===== src/logic/ecc_pkg.sv =====
// Purpose: Shared constants for the elapsed counter control ends
// Assumes: 125 MHz system clock, crystal rate derived by enable pulses
// Notes:   All register offsets and bit positions live here
package ecc_pkg;
  localparam int CLK_HZ        = 125_000_000;
  localparam int CLK_NS        = 8;
  localparam int XTAL_HZ       = 32768;
  // Half crystal period, longest time so rounded down
  localparam int HALF_XTAL_CYC = CLK_HZ / (2 * XTAL_HZ);
  localparam int TICK_DIV      = 8;
  localparam int GATE_HOLD_NS  = 244_000;
  // Least gate hold, rounded up to whole cycles
  localparam int GATE_HOLD_CYC = (GATE_HOLD_NS + CLK_NS - 1) / CLK_NS;

  localparam logic [3:0] ADDR_SUB0 = 4'h0;
  localparam logic [3:0] ADDR_SEC3 = 4'h5;
  localparam logic [3:0] ADDR_ALM0 = 4'h6;
  localparam logic [3:0] ADDR_ALM3 = 4'h9;
  localparam logic [3:0] ADDR_CTLA = 4'ha;
  localparam logic [3:0] ADDR_CTLB = 4'hb;
  localparam logic [3:0] ADDR_STAT = 4'hc;

  localparam int CA_GATE = 7;
  localparam int CA_OSC  = 6;
  localparam int CA_SRC  = 4;
  localparam int CA_POL  = 3;
  localparam int CA_WAVE = 2;
  localparam int CA_PIE  = 1;
  localparam int CA_AIE  = 0;
  localparam int CB_PRS  = 4;
  localparam int CB_SRS  = 0;
  localparam int ST_OSF  = 7;
  localparam int ST_BUSY = 6;
  localparam int ST_PF   = 1;
  localparam int ST_ALM  = 0;
  localparam int SUB0_HOLD = 0;

  localparam logic [7:0] CTLA_RST = 8'h00;
  localparam logic [7:0] CTLB_RST = 8'h00;

  localparam int SUB_W    = 12;
  localparam int SEC_W    = 32;
  localparam int TIME_W   = SUB_W + SEC_W;
  localparam int WAVE_W   = 17;
  localparam int WAVE_HLO = 4;
  localparam int PER_W    = 34;

  typedef enum logic [1:0] {
    SRC_ALWAYS = 2'h0,
    SRC_EVENT  = 2'h1,
    SRC_MAIN   = 2'h2,
    SRC_BATT   = 2'h3
  } ecc_src_e;

  typedef enum logic [4:0] {
    H_IDLE  = 5'h01,
    H_CHECK = 5'h02,
    H_ISSUE = 5'h04,
    H_RWAIT = 5'h08,
    H_HOLD  = 5'h10
  } ecc_hstate_e;

  // Periodic flag period as a power of two of count ticks
  function automatic logic [5:0] ecc_pf_shift(input logic [3:0] code);
    case (code)
      4'h1:    ecc_pf_shift = 6'h00;
      4'h2:    ecc_pf_shift = 6'h01;
      4'h3:    ecc_pf_shift = 6'h02;
      4'h4:    ecc_pf_shift = 6'h03;
      4'h5:    ecc_pf_shift = 6'h04;
      4'h6:    ecc_pf_shift = 6'h05;
      4'h7:    ecc_pf_shift = 6'h09;
      4'h8:    ecc_pf_shift = 6'h0a;
      4'h9:    ecc_pf_shift = 6'h0b;
      4'ha:    ecc_pf_shift = 6'h0c;
      4'hb:    ecc_pf_shift = 6'h12;
      4'hc:    ecc_pf_shift = 6'h18;
      4'hd:    ecc_pf_shift = 6'h1c;
      4'he:    ecc_pf_shift = 6'h1f;
      default: ecc_pf_shift = 6'h21;
    endcase
  endfunction : ecc_pf_shift
endpackage : ecc_pkg


===== src/logic/ecc_bus_if.sv =====
// Purpose: Byte-wide register port between host and counter device
// Assumes: Both ends on the same clock
// Notes:   Read data answers one cycle after the select
`timescale 1ns/1ps
interface ecc_bus_if;
  logic       sel;
  logic       wr;
  logic [3:0] addr;
  logic [7:0] wdata;
  logic [7:0] rdata;
  logic       rvalid;
  logic       irq_n;

  modport dev (input sel, input wr, input addr, input wdata,
               output rdata, output rvalid, output irq_n);
  modport host (output sel, output wr, output addr, output wdata,
                input rdata, input rvalid, input irq_n);
endinterface : ecc_bus_if


===== src/logic/ecc_device.sv =====
// Purpose: Counter control end: transfer gate, count source, wave output
// Assumes: Pins event gate and supply sense are asynchronous
// Notes:   Crystal rate made by enable pulses from the system clock
`timescale 1ns/1ps
// Function
// - Hold bit one clears and holds slow wave prescaler stages
// - Hold resets only wave rates below 4096Hz
// - Hold bit zero restarts wave from cleared state
// - Gate one refreshes copy each tick, else frozen
// - Host clears gate before reading time bytes
// - Gate held 244us guarantees one transfer
// - Host loads time: gate off, write, gate on
// - Host avoids clearing gate during busy transfer
// - Oscillator-run bit enables crystal ticks
// - Source 00 counts on every tick
// - Source 01 counts on event pin and supply
// - Source 10 main supply, 11 battery only
// - Level sense bit picks event pin polarity
// - Wave enable outputs selected wave rate
// - Wave disabled drives zero; power fail releases
// - Wave prescaler independent of periodic chain
// - Hold aligns wave to other events
// - Periodic mask gates periodic flag to irq
// - Alarm mask gates alarm flag to irq
// - Periodic rate code selects flag rate
// - Wave rate code selects sixteen frequencies
// - Seconds equal alarm sets alarm flag
// - Status write clears periodic and alarm flags
module ecc_device (
  input  wire logic clk,
  input  wire logic resetn,
  ecc_bus_if.dev    bus,
  input  wire logic event_gate_pin,
  input  wire logic main_supply_ok,
  input  wire logic on_battery,
  output logic      wave_out_pin,
  output logic      wave_oe
);
  logic [2:0]                   s1_q, s2_q, s3_q, pin_q;
  logic [10:0]                  half_cnt_q;
  logic                         half_ph_q;
  logic [2:0]                   ph8_q;
  logic                         half_tick, xtal_tick, count_tick;
  logic [7:0]                   ctla_q, ctlb_q;
  logic                         hold_q;
  logic [31:0]                  alarm_q;
  logic [ecc_pkg::TIME_W-1:0]   copy_q, live_q, live_inc;
  logic                         load_q;
  logic                         count_en;
  logic                         pf_q, alm_q, osf_q, busy_q;
  logic [ecc_pkg::PER_W-1:0]    per_q, per_inc, per_mask;
  logic [ecc_pkg::WAVE_W-1:0]   wave_q, wave_inc;
  logic [4:0]                   wave_idx;
  logic                         osc, wen, stat_wr, time_wr;
  logic                         evt, mains, batt;
  logic [7:0]                   rdata_q;
  logic                         rvalid_q, irq_n_q;

  assign osc     = ctla_q[ecc_pkg::CA_OSC];
  assign wen     = bus.sel & bus.wr;
  assign stat_wr = wen & (bus.addr == ecc_pkg::ADDR_STAT);
  assign time_wr = wen & (bus.addr <= ecc_pkg::ADDR_SEC3);
  assign evt     = pin_q[2];
  assign mains   = pin_q[1];
  assign batt    = pin_q[0];

  // Pin inputs: change accepted once second and third stage agree
  always_ff @(posedge clk or negedge resetn) begin
    if (!resetn) begin
      s1_q  <= 3'h0;
      s2_q  <= 3'h0;
      s3_q  <= 3'h0;
      pin_q <= 3'h0;
    end else begin
      s1_q  <= {event_gate_pin, main_supply_ok, on_battery};
      s2_q  <= s1_q;
      s3_q  <= s2_q;
      pin_q <= (pin_q & (s2_q ^ s3_q)) | (s2_q & ~(s2_q ^ s3_q));
    end
  end

  // crystal ticks only run
  // while the oscillator bit is set
  assign half_tick  = osc &
      (half_cnt_q == 11'(ecc_pkg::HALF_XTAL_CYC - 1));
  assign xtal_tick  = half_tick & half_ph_q;
  assign count_tick = xtal_tick & (ph8_q == 3'(ecc_pkg::TICK_DIV - 1));

  always_ff @(posedge clk or negedge resetn) begin
    if (!resetn) begin
      half_cnt_q <= 11'h0;
      half_ph_q  <= 1'b0;
      ph8_q      <= 3'h0;
    end else if (!osc) begin
      half_cnt_q <= 11'h0;
    end else begin
      half_cnt_q <= half_tick ? 11'h0 : half_cnt_q + 11'h1;
      if (half_tick)
        half_ph_q <= ~half_ph_q;
      if (xtal_tick)
        ph8_q <= ph8_q + 3'h1;
    end
  end

  // Control registers
  always_ff @(posedge clk or negedge resetn) begin
    if (!resetn) begin
      ctla_q  <= ecc_pkg::CTLA_RST;
      ctlb_q  <= ecc_pkg::CTLB_RST;
      alarm_q <= 32'h0;
      hold_q  <= 1'b0;
    end else if (wen) begin
      if (bus.addr == ecc_pkg::ADDR_CTLA)
        ctla_q <= bus.wdata;
      if (bus.addr == ecc_pkg::ADDR_CTLB)
        ctlb_q <= bus.wdata;
      if (bus.addr >= ecc_pkg::ADDR_ALM0 && bus.addr <= ecc_pkg::ADDR_ALM3)
        alarm_q[8*(bus.addr - ecc_pkg::ADDR_ALM0) +: 8] <= bus.wdata;
      // hold bit sits in lowest fraction byte
      if (bus.addr == ecc_pkg::ADDR_SUB0)
        hold_q <= bus.wdata[ecc_pkg::SUB0_HOLD];
    end
  end

  // source field picks the counting condition
  always_comb begin
    case (ecc_pkg::ecc_src_e'(ctla_q[ecc_pkg::CA_SRC +: 2]))
      ecc_pkg::SRC_ALWAYS: count_en = 1'b1;
      // event level and supply both needed
      ecc_pkg::SRC_EVENT:  count_en = mains &
                                      (evt == ctla_q[ecc_pkg::CA_POL]);
      ecc_pkg::SRC_MAIN:   count_en = ~batt;
      ecc_pkg::SRC_BATT:   count_en = batt;
      default:             count_en = 1'b0;
    endcase
  end

  assign live_inc = live_q + ecc_pkg::TIME_W'(1);

  // Live count, host copy and pending load
  always_ff @(posedge clk or negedge resetn) begin
    if (!resetn) begin
      live_q <= '0;
      copy_q <= '0;
      load_q <= 1'b0;
    end else begin
      if (count_tick && count_en)
        live_q <= live_inc;
      // transfer on each tick while gate is open
      if (count_tick && ctla_q[ecc_pkg::CA_GATE]) begin
        if (load_q)
          live_q <= copy_q;
        else
          copy_q <= count_en ? live_inc : live_q;
        load_q <= 1'b0;
      end
      // host time writes are pushed into the count later
      if (time_wr) begin
        load_q <= 1'b1;
        if (bus.addr == ecc_pkg::ADDR_SUB0)
          copy_q[3:0] <= bus.wdata[7:4];
        else
          copy_q[8*bus.addr - 4 +: 8] <= bus.wdata;
      end
    end
  end

  // periodic chain apart from the wave prescaler
  assign per_inc  = per_q + ecc_pkg::PER_W'(1);
  assign per_mask = (ecc_pkg::PER_W'(1)
      << ecc_pkg::ecc_pf_shift(ctlb_q[ecc_pkg::CB_PRS +: 4]))
      - ecc_pkg::PER_W'(1);

  always_ff @(posedge clk or negedge resetn) begin
    if (!resetn)
      per_q <= '0;
    else if (count_tick)
      per_q <= per_inc;
  end

  // Status flags; a set in the clearing cycle wins
  always_ff @(posedge clk or negedge resetn) begin
    if (!resetn) begin
      pf_q   <= 1'b0;
      alm_q  <= 1'b0;
      osf_q  <= 1'b0;
      busy_q <= 1'b0;
    end else begin
      if (stat_wr) begin
        pf_q  <= 1'b0;
        alm_q <= 1'b0;
        osf_q <= 1'b0;
      end
      // code zero never sets the flag
      if (count_tick && ctlb_q[ecc_pkg::CB_PRS +: 4] != 4'h0 &&
          (per_inc & per_mask) == '0)
        pf_q <= 1'b1;
      // seconds roll onto the alarm value
      if (count_tick && count_en &&
          live_q[ecc_pkg::SUB_W-1:0] == '1 &&
          live_inc[ecc_pkg::TIME_W-1:ecc_pkg::SUB_W] == alarm_q)
        alm_q <= 1'b1;
      if (!osc)
        osf_q <= 1'b1;
      // busy flags the crystal period before a transfer
      busy_q <= ctla_q[ecc_pkg::CA_GATE] & osc &
                (ph8_q == 3'(ecc_pkg::TICK_DIV - 1));
    end
  end

  // code zero is the raw crystal, code n is bit n+1
  assign wave_idx = (ctlb_q[ecc_pkg::CB_SRS +: 4] == 4'h0) ? 5'h00 :
                    {1'b0, ctlb_q[ecc_pkg::CB_SRS +: 4]} + 5'h01;
  assign wave_inc = wave_q + ecc_pkg::WAVE_W'(1);

  always_ff @(posedge clk or negedge resetn) begin
    if (!resetn)
      wave_q <= '0;
    else if (hold_q)
      // slow stages held clear, fast ones run
      wave_q <= {{(ecc_pkg::WAVE_W - ecc_pkg::WAVE_HLO){1'b0}},
                 half_tick ? wave_inc[ecc_pkg::WAVE_HLO-1:0]
                           : wave_q[ecc_pkg::WAVE_HLO-1:0]};
    else if (half_tick)
      // runs on from the cleared state
      wave_q <= wave_inc;
  end

  // Outputs and register read port
  always_ff @(posedge clk or negedge resetn) begin
    if (!resetn) begin
      wave_out_pin <= 1'b0;
      wave_oe      <= 1'b0;
      rdata_q      <= 8'h00;
      rvalid_q     <= 1'b0;
      irq_n_q      <= 1'b1;
    end else begin
      // zero when disabled, released in power fail
      wave_out_pin <= ctla_q[ecc_pkg::CA_WAVE] & osc & wave_q[wave_idx];
      wave_oe      <= mains;
      // masked flags pull the line low
      irq_n_q  <= ~((pf_q & ctla_q[ecc_pkg::CA_PIE]) |
                    (alm_q & ctla_q[ecc_pkg::CA_AIE]));
      rvalid_q <= bus.sel & ~bus.wr;
      if (bus.sel && !bus.wr) begin
        if (bus.addr == ecc_pkg::ADDR_SUB0)
          rdata_q <= {copy_q[3:0], 3'h0, hold_q};
        else if (bus.addr <= ecc_pkg::ADDR_SEC3)
          rdata_q <= copy_q[8*bus.addr - 4 +: 8];
        else if (bus.addr <= ecc_pkg::ADDR_ALM3)
          rdata_q <= alarm_q[8*(bus.addr - ecc_pkg::ADDR_ALM0) +: 8];
        else if (bus.addr == ecc_pkg::ADDR_CTLA)
          rdata_q <= ctla_q;
        else if (bus.addr == ecc_pkg::ADDR_CTLB)
          rdata_q <= ctlb_q;
        else if (bus.addr == ecc_pkg::ADDR_STAT)
          rdata_q <= {osf_q, busy_q, 4'h0, pf_q, alm_q};
        else
          rdata_q <= 8'h00;
      end
    end
  end

  assign bus.rdata  = rdata_q;
  assign bus.rvalid = rvalid_q;
  assign bus.irq_n  = irq_n_q;
endmodule : ecc_device


===== src/flat_wrapper.sv =====
// flat-port wrapper written by rule: the top's interface ports become plain ports
module ecc_device_flat 
  (clk, resetn, event_gate_pin, main_supply_ok, on_battery, wave_out_pin, wave_oe, bus_sel, bus_wr, bus_addr, bus_wdata, bus_rdata, bus_rvalid, bus_irq_n);
  ecc_bus_if bus_i ();
  input  wire logic clk;
  input  wire logic resetn;
  input  wire logic event_gate_pin;
  input  wire logic main_supply_ok;
  input  wire logic on_battery;
  output logic wave_out_pin;
  output logic wave_oe;
  input wire logic [$bits(bus_i.sel)-1:0] bus_sel;
  input wire logic [$bits(bus_i.wr)-1:0] bus_wr;
  input wire logic [$bits(bus_i.addr)-1:0] bus_addr;
  input wire logic [$bits(bus_i.wdata)-1:0] bus_wdata;
  output wire logic [$bits(bus_i.rdata)-1:0] bus_rdata;
  output wire logic [$bits(bus_i.rvalid)-1:0] bus_rvalid;
  output wire logic [$bits(bus_i.irq_n)-1:0] bus_irq_n;
  assign bus_i.sel = bus_sel;
  assign bus_i.wr = bus_wr;
  assign bus_i.addr = bus_addr;
  assign bus_i.wdata = bus_wdata;
  assign bus_rdata = bus_i.rdata;
  assign bus_rvalid = bus_i.rvalid;
  assign bus_irq_n = bus_i.irq_n;
  ecc_device u_core (.clk(clk), .resetn(resetn), .bus(bus_i), .event_gate_pin(event_gate_pin), .main_supply_ok(main_supply_ok), .on_battery(on_battery), .wave_out_pin(wave_out_pin), .wave_oe(wave_oe));
endmodule

===== config.mk =====
export PLATFORM = sky130hd
export DESIGN_NAME = ecc_device_flat
export DESIGN_NICKNAME = d
export VERILOG_FILES = /design/src/logic/ecc_pkg.sv /design/src/logic/ecc_bus_if.sv /design/src/logic/ecc_device.sv /design/src/flat_wrapper.sv
export SDC_FILE = /design/constraint.sdc
export NUM_CORES = 1
export LEC_CHECK = 0
export BUFFER_PORTS_ARGS = -buffer_cell sky130_fd_sc_hd__buf_4
export CORE_MARGIN = 2
export CORE_UTILIZATION = 40
export CTS_CLUSTER_SIZE = 14
export DETAILED_ROUTE_END_ITERATION = 12
export PLACE_DENSITY_LB_ADDON = 0.12
export SLEW_MARGIN = 20
export SYNTH_ARGS = -nofsm -noshare
export SYNTH_HDL_FRONTEND = slang
export SYNTH_SLANG_ARGS = --single-unit

===== constraint.sdc =====
create_clock -name clk -period 3.84 [get_ports clk]
set_input_delay 0.576 -clock clk [delete_from_list [all_inputs] [get_ports clk]]
set_output_delay 0.576 -clock clk [all_outputs]
set_load 0.05 [all_outputs]

### Yosys cells after proc, flatten, opt, wreduce, memory -nomap -nowiden

Memories as Yosys holds them, arrays and structs flattened.
Index checks and enable logic that the tools add are counted.

* memory bits (read-only): 96
* bits of input ports: 19
* logic and storage cells: 142
* memories: 1
* output and inout bits: 12
* flip-flop bits (word level): 232

Memory list
* (name not given): words 16, width 6, read ports 1, clocked after memory_dff 0, wr ports 0, RTL line ecc_pkg.sv:65 `case (code)`

* magnitude comparators: 4
* shift-type cells: 7
* multiplexer cells: 32
* equality and inequality tests: 12
* add/subtract/negate cells: 11
* reductions and logical operators: 24
* bitwise operators: 25

Operators with widths (number)
* 2-to-1 mux 44 bit: 7
* negation 32 -> 34 bit: 2
* 2-to-1 mux 8 bit: 6
* adder 44 x 1 -> 44 bit, second input constant: 1
* bitwise mux 44 bit: 1
* variable shift 8 x 34 -> 44 bit, first input constant: 1
* indexed part select 44 x 33 -> 8 bit: 1
* indexed part select 8 x 34 -> 44 bit: 1
* 2-to-1 mux 40 bit: 1
* adder 34 x 1 -> 34 bit, second input constant: 1
* AND 34 bit: 1
* logical NOT 34 bit: 1
* 2-to-1 mux 17 bit: 2
* variable shift 8 x 34 -> 32 bit, first input constant: 1
* indexed part select 8 x 34 -> 32 bit: 1
* << shifter 1 x 6 -> 34 bit, first input constant: 1
* subtractor 34 x 2 -> 34 bit, second input constant: 1
* indexed part select 32 x 33 -> 8 bit: 1
* bitwise mux 32 bit: 1
* equality test 32 bit: 1
* 2-to-1 mux 11 bit: 2
* adder 17 x 1 -> 17 bit, second input constant: 1
* AND 1 bit: 14
* equality test 12 bit, second input constant: 1
* other kinds (34): 64

### Longest topological paths before layout

* depth after elaboration: 9
* depth in mapped cells: 18
* gate-level depth less buffers: 16

### Worst setup path after synthesis

No wires, ideal clock.

* kind: input to register
* from: in bus_addr[0]
* to: reg u_core.alarm_q[16]
* path buffers: 4
* arrival time: 3.794 ns
* path slack: -0.078 ns
* data required time: 3.715 ns
* stages on the path: 14
* library setup time: 0.125 ns
* cells stage by stage: buf_1 > clkbuf_1 > inv_1 > ha_1 > clkbuf_1 > clkbuf_1 > nand3_1 > ha_1 > nor4_1 > nand2_1 > nor3_1 > and3_1 > nand3_1 > mux2_2

* word-level cells in the longest chain between the ends: 4
* elaborated cells on any way between the ends: 9
* classes of those cells: add/sub (2); order compare (2); shift (2); mux (1); reduce/logical (2)

Ends and longest elaborated chain
* from (decl): RTL line flat_wrapper.sv:14 `input wire logic [$bits(bus_i.addr)-1:0] bus_addr;`
* subtractor 4 x 3 -> 5 bit: RTL line ecc_device.sv:118 `alarm_q[8*(bus.addr - ecc_pkg::ADDR_ALM0) +: 8] <= bus.wdata;`
* negation 32 -> 34 bit: RTL line ecc_device.sv:118
* indexed part select 8 x 34 -> 32 bit or variable shift 8 x 34 -> 32 bit (tied branches): RTL line ecc_device.sv:118
* bitwise mux 32 bit: RTL line ecc_device.sv:118
* to (signal, indexed assignment): RTL line ecc_device.sv:118
* to (decl): RTL line ecc_device.sv:46 `logic [31:0] alarm_q;`

Parallel ways exist; a longest one is shown, timed or not.
A chain may end at the register's enable or synchronous reset.

### Final worst setup path

* from: reg u_core.ctlb_q[5]
* to: reg u_core.pf_q

* word-level cells in the longest chain between the ends: 7
* elaborated cells on any way between the ends: 10
* classes of those cells: add/sub (1); shift (1); mux (1); bitwise (1); reduce/logical (5); memory (1)

Ends and longest elaborated chain
* from (decl): RTL line ecc_device.sv:44 `logic [7:0] ctla_q, ctlb_q;`
* from (signal assigned): RTL line ecc_device.sv:109 `ctlb_q <= ecc_pkg::CTLB_RST;`
* from (signal assigned): RTL line ecc_device.sv:116 `ctlb_q <= bus.wdata;`
* memory (16 x 6 bit)
* << shifter 1 x 6 -> 34 bit: RTL line ecc_device.sv:170 `assign per_mask = (ecc_pkg::PER_W'(1)`
* subtractor 34 x 2 -> 34 bit: RTL line ecc_device.sv:172 `- ecc_pkg::PER_W'(1);`
* AND 34 bit: RTL line ecc_device.sv:196 `(per_inc & per_mask) == '0)`
* logical NOT 34 bit: RTL line ecc_device.sv:196
* logical AND 1 bit *: RTL line ecc_device.sv:195 `if (count_tick && ctlb_q[ecc_pkg::CB_PRS +: 4] != 4'h0 &&`
* 2-to-1 mux 1 bit or nonzero test 2 bit (tied branches)
* to (signal assigned): RTL line ecc_device.sv:184 `pf_q <= 1'b0;`
* to (signal assigned): RTL line ecc_device.sv:190 `pf_q <= 1'b0;`
* to (signal assigned): RTL line ecc_device.sv:197 `pf_q <= 1'b1;`
* to (decl): RTL line ecc_device.sv:50 `logic pf_q, alm_q, osf_q, busy_q;`

Mark *: on every way between the ends. The rest lies on a longest branch, timed or not.

==> flow_summary.toml <==
[status]
status = "finished clean"

[yosys]
yosysSeqAreaShare_pct = 38.7
synth_cells = 1714
yosysWarnings = 0
synth_ff_type = "dfrtp_1"
synth_seq_cells = 232
synth_area_per_cell_um2 = 8.75
ys_types = 74
synth_area_um2 = 15000
syn_nets = 1764
synth_edf_count = 0
async_flop_share_pct = 100

[die]
dieArea_um2 = 39100
die_h_um = 198
coreArea_um2 = 36800
fp-row-count = 70
die-width_um = 198
floorplan.initialDensity_pct = 40.8
ioPinCount = 31

[global_route]
grt_util_met2_pct = 37.0
gr-usage-all-layers_pct = 25.1
grt_start_max_net_pins = 102
grt_pass1_vias = 12255
grt.busiest_layer = "met1"
grt-ovfl-total = 0
grtUsageMet1_pct = 37.8
grt_first_pass_wirelength_um = 75000
antenna_found_initial = 2
grt_util_met3_pct = 4.35

[cts]
cts-buffers-inserted = 29
ctsLongestPathBuffers = 3
cts_hold_buf = 0
clk_transition_reported_paths_ps = 60
clock_sinks = 232
cts_max_level = 1
root_buffer = "clkbuf_16"
cts_tree = "built"
insertion_delay_ps = 580

[layout]
final_nets = 1774
num_antenna_cells = 0
final_layout_size_suffix_gt1_share_pct = 13.9
layout_commonest_cell = "dfrtp_1"
syn_to_final_growth_pct = 13.3
post-route-util_pct = 46.2
final_cell_mix = "dfrtp_1 (227), nor2_1 (194), nand2_1 (189)"

[setup_path]
max_stage_delay_ps = 440
worst-path-max-fanout = 6
cp_top_family = "compound AO/OA/AOI/OAI gates"
crit_cells = 15
end_kind = "flop"
critPathBufInv = 2
reg2reg_depth = 15
worst_ep_arrival_time_ps = 4000
cp.required_ps = 4310
criticalPathCategory = "flop to flop"
cp_common_cell = "ha_1"
r2r_slack_ps = 310
critPathLaunchType = "flop"
cp_cell_sequence = "ha_1, o211ai_1, nand2_2, nor2_4, nand2_1, ha_1, inv_2, buf_4, a21oi_1, a21boi_0, a311oi_1, o2bb2ai_1, a2111oi_2, nand4_1, o41ai_2"
cpMaxStageDelayCell = "dfrtp_2"

[sta]
fin_setup_tns_ps = 0
fin_crit_sh_pct = 91.9
relSlewSlack_pct = 37.1
setup_viol = 0
fin_crit_ps = 3530
hold_viol = 0
fmax_mhz = 283
rsz0062_at_grt = "false"
worst_slew_pin_slew_ps = 943
drv_slew = 0
hold_slack_ps = 10.3
finalClockSkew_ps = 13.1

[route]
wl_per_cell_um = 21.7
first_pass_iters = 5
ant_nets = 0
drtIter0Drc = 1220
viasPerCell = 5.79
route.detailed.drc = 0
vias = 12833
routed_wl_um = 48100

[min_path]
hold_class = "input pin to async pin"

[placement]
place_hpwl_um = 34900
io_buffer_count = 30
place.gp.congestion = 0.895

[power_and_ir_drop]
ir_drop_mv = 0.268
powerDensity_nw_per_um2 = 425
p_leak_nw = 6.90

[flow_run]
drv_cap = 0
==> per-stage QoR <==
step / cell area (um2) / std cells / worst slack (ps) / power [mW]
floorplan: 15000 / 1714 / 38.6 / 3.69
global placement: 15900 / 2156 / 251 / 4.35
detailed placement: 15900 / 2156 / 159 / 4.33
CTS: 16900 / 2210 / 124 / 7.19
global route: 17000 / 2215 / 58.9 / 7.53
finish: 17000 / 2215 / 310 / 7.23
==> synthesized netlist by cell type (9+ instances only) <==
master      n  share of area, %
dfrtp_1   231                39
nor2_1    196               4.9
nand2_1   191               4.8
xnor2_1   152               8.9
a21oi_1   106               3.5
o21ai_0    94               3.1
nand3_1    88               2.9
xor2_1     88               5.1
clkbuf_1   85               2.1
nor3_1     42               1.4
nand4_1    39               1.6
mux2_2     38               2.9
inv_1      32              0.80
ha_1       31               2.6
and3_1     26               1.1
nor4_1     26               1.1
buf_1      21              0.53
mux4_2     19               2.9
mux2i_1    17               1.1
a22oi_1    15              0.75
nor2b_1    12              0.50
a221oi_1    9              0.53
a31oi_1     9              0.38
or3_1       9              0.38
==> area by class of cell <==
cell class,instances,area [um2]
clock buffers,40,817
clock inverters,14,159
fillers,3627,19800
inverters,33,124
multi-input cells,1333,8720
flip-flops and latches,232,5810
well taps,468,586
repair buffers,95,783
==> cell families (layout without fill, tap and decap cells) <==
| group | Yosys count | in the layout | share of synthesized area, % |
|---|---|---|---|
| flops | 232 | 232 | 38.7 |
| mux | 74 | 74 | 6.84 |
| buf+inv | 149 | 182 | 3.84 |
| compound gates | 298 | 298 | 11.9 |
| simple gates | 687 | 687 | 22.0 |
| fa+ha+maj | 34 | 34 | 2.79 |
| xor+xnor | 240 | 240 | 14.0 |
==> worst reg2reg max path, stage by stage, from the launching register on <==
cell	delay, ps
dfrtp_2	440
ha_1	270
o211ai_1	370
nand2_2	140
nor2_4	130
nand2_1	90
ha_1	230
inv_2	80
buf_4	130
a21oi_1	40
a21boi_0	150
a311oi_1	350
o2bb2ai_1	150
a2111oi_2	340
nand4_1	170
o41ai_2	360
==> where the power goes <==
group	internal (mW)	switching, mW
clock network	1.68	1.15
registers	2.63	0.226
logic	0.576	0.963
total	4.89	2.34
==> worst paths after layout <==
kind | startpoint | to
worst max-delay path | u_core.ctlb_q[5] | u_core.pf_q
worst min-delay path | resetn | u_core.per_q[18]
worst max register to register | u_core.ctlb_q[5] | u_core.pf_q
worst min register to register | u_core.s1_q[2] | u_core.s2_q[2]
max in group asynchronous | resetn | u_core.copy_q[31]
min in group clk | main_supply_ok | u_core.s1_q[1]
==> what timing repair did <==
item	in CTS	in global routing
resized for setup	0	27
endpoints found under the setup margin	0	1
buffers inserted	0	5
==> state kept, by name, indices dropped and copies added (netlist names), 3 cells and up, named ones only <==
register,cells
u_core.s2_q,3
u_core.bus.rdata,8
u_core.half_cnt_q,11
u_core.ph8_q,3
u_core.alarm_q,32
u_core.wave_q,17
u_core.s3_q,3
u_core.ctlb_q,8
u_core.s1_q,3
u_core.live_q,44
u_core.ctla_q,8
u_core.per_q,34
u_core.copy_q,44
==> metal layers <==
layer  routed length [um]  vias to the layer above
met1                22800                     6278
met4                 1270                        2
met5                   13                        -
met2                20300                      445
met3                 3710                       72
li1                     -                     6036
Power figures use the tool's default switching activity.
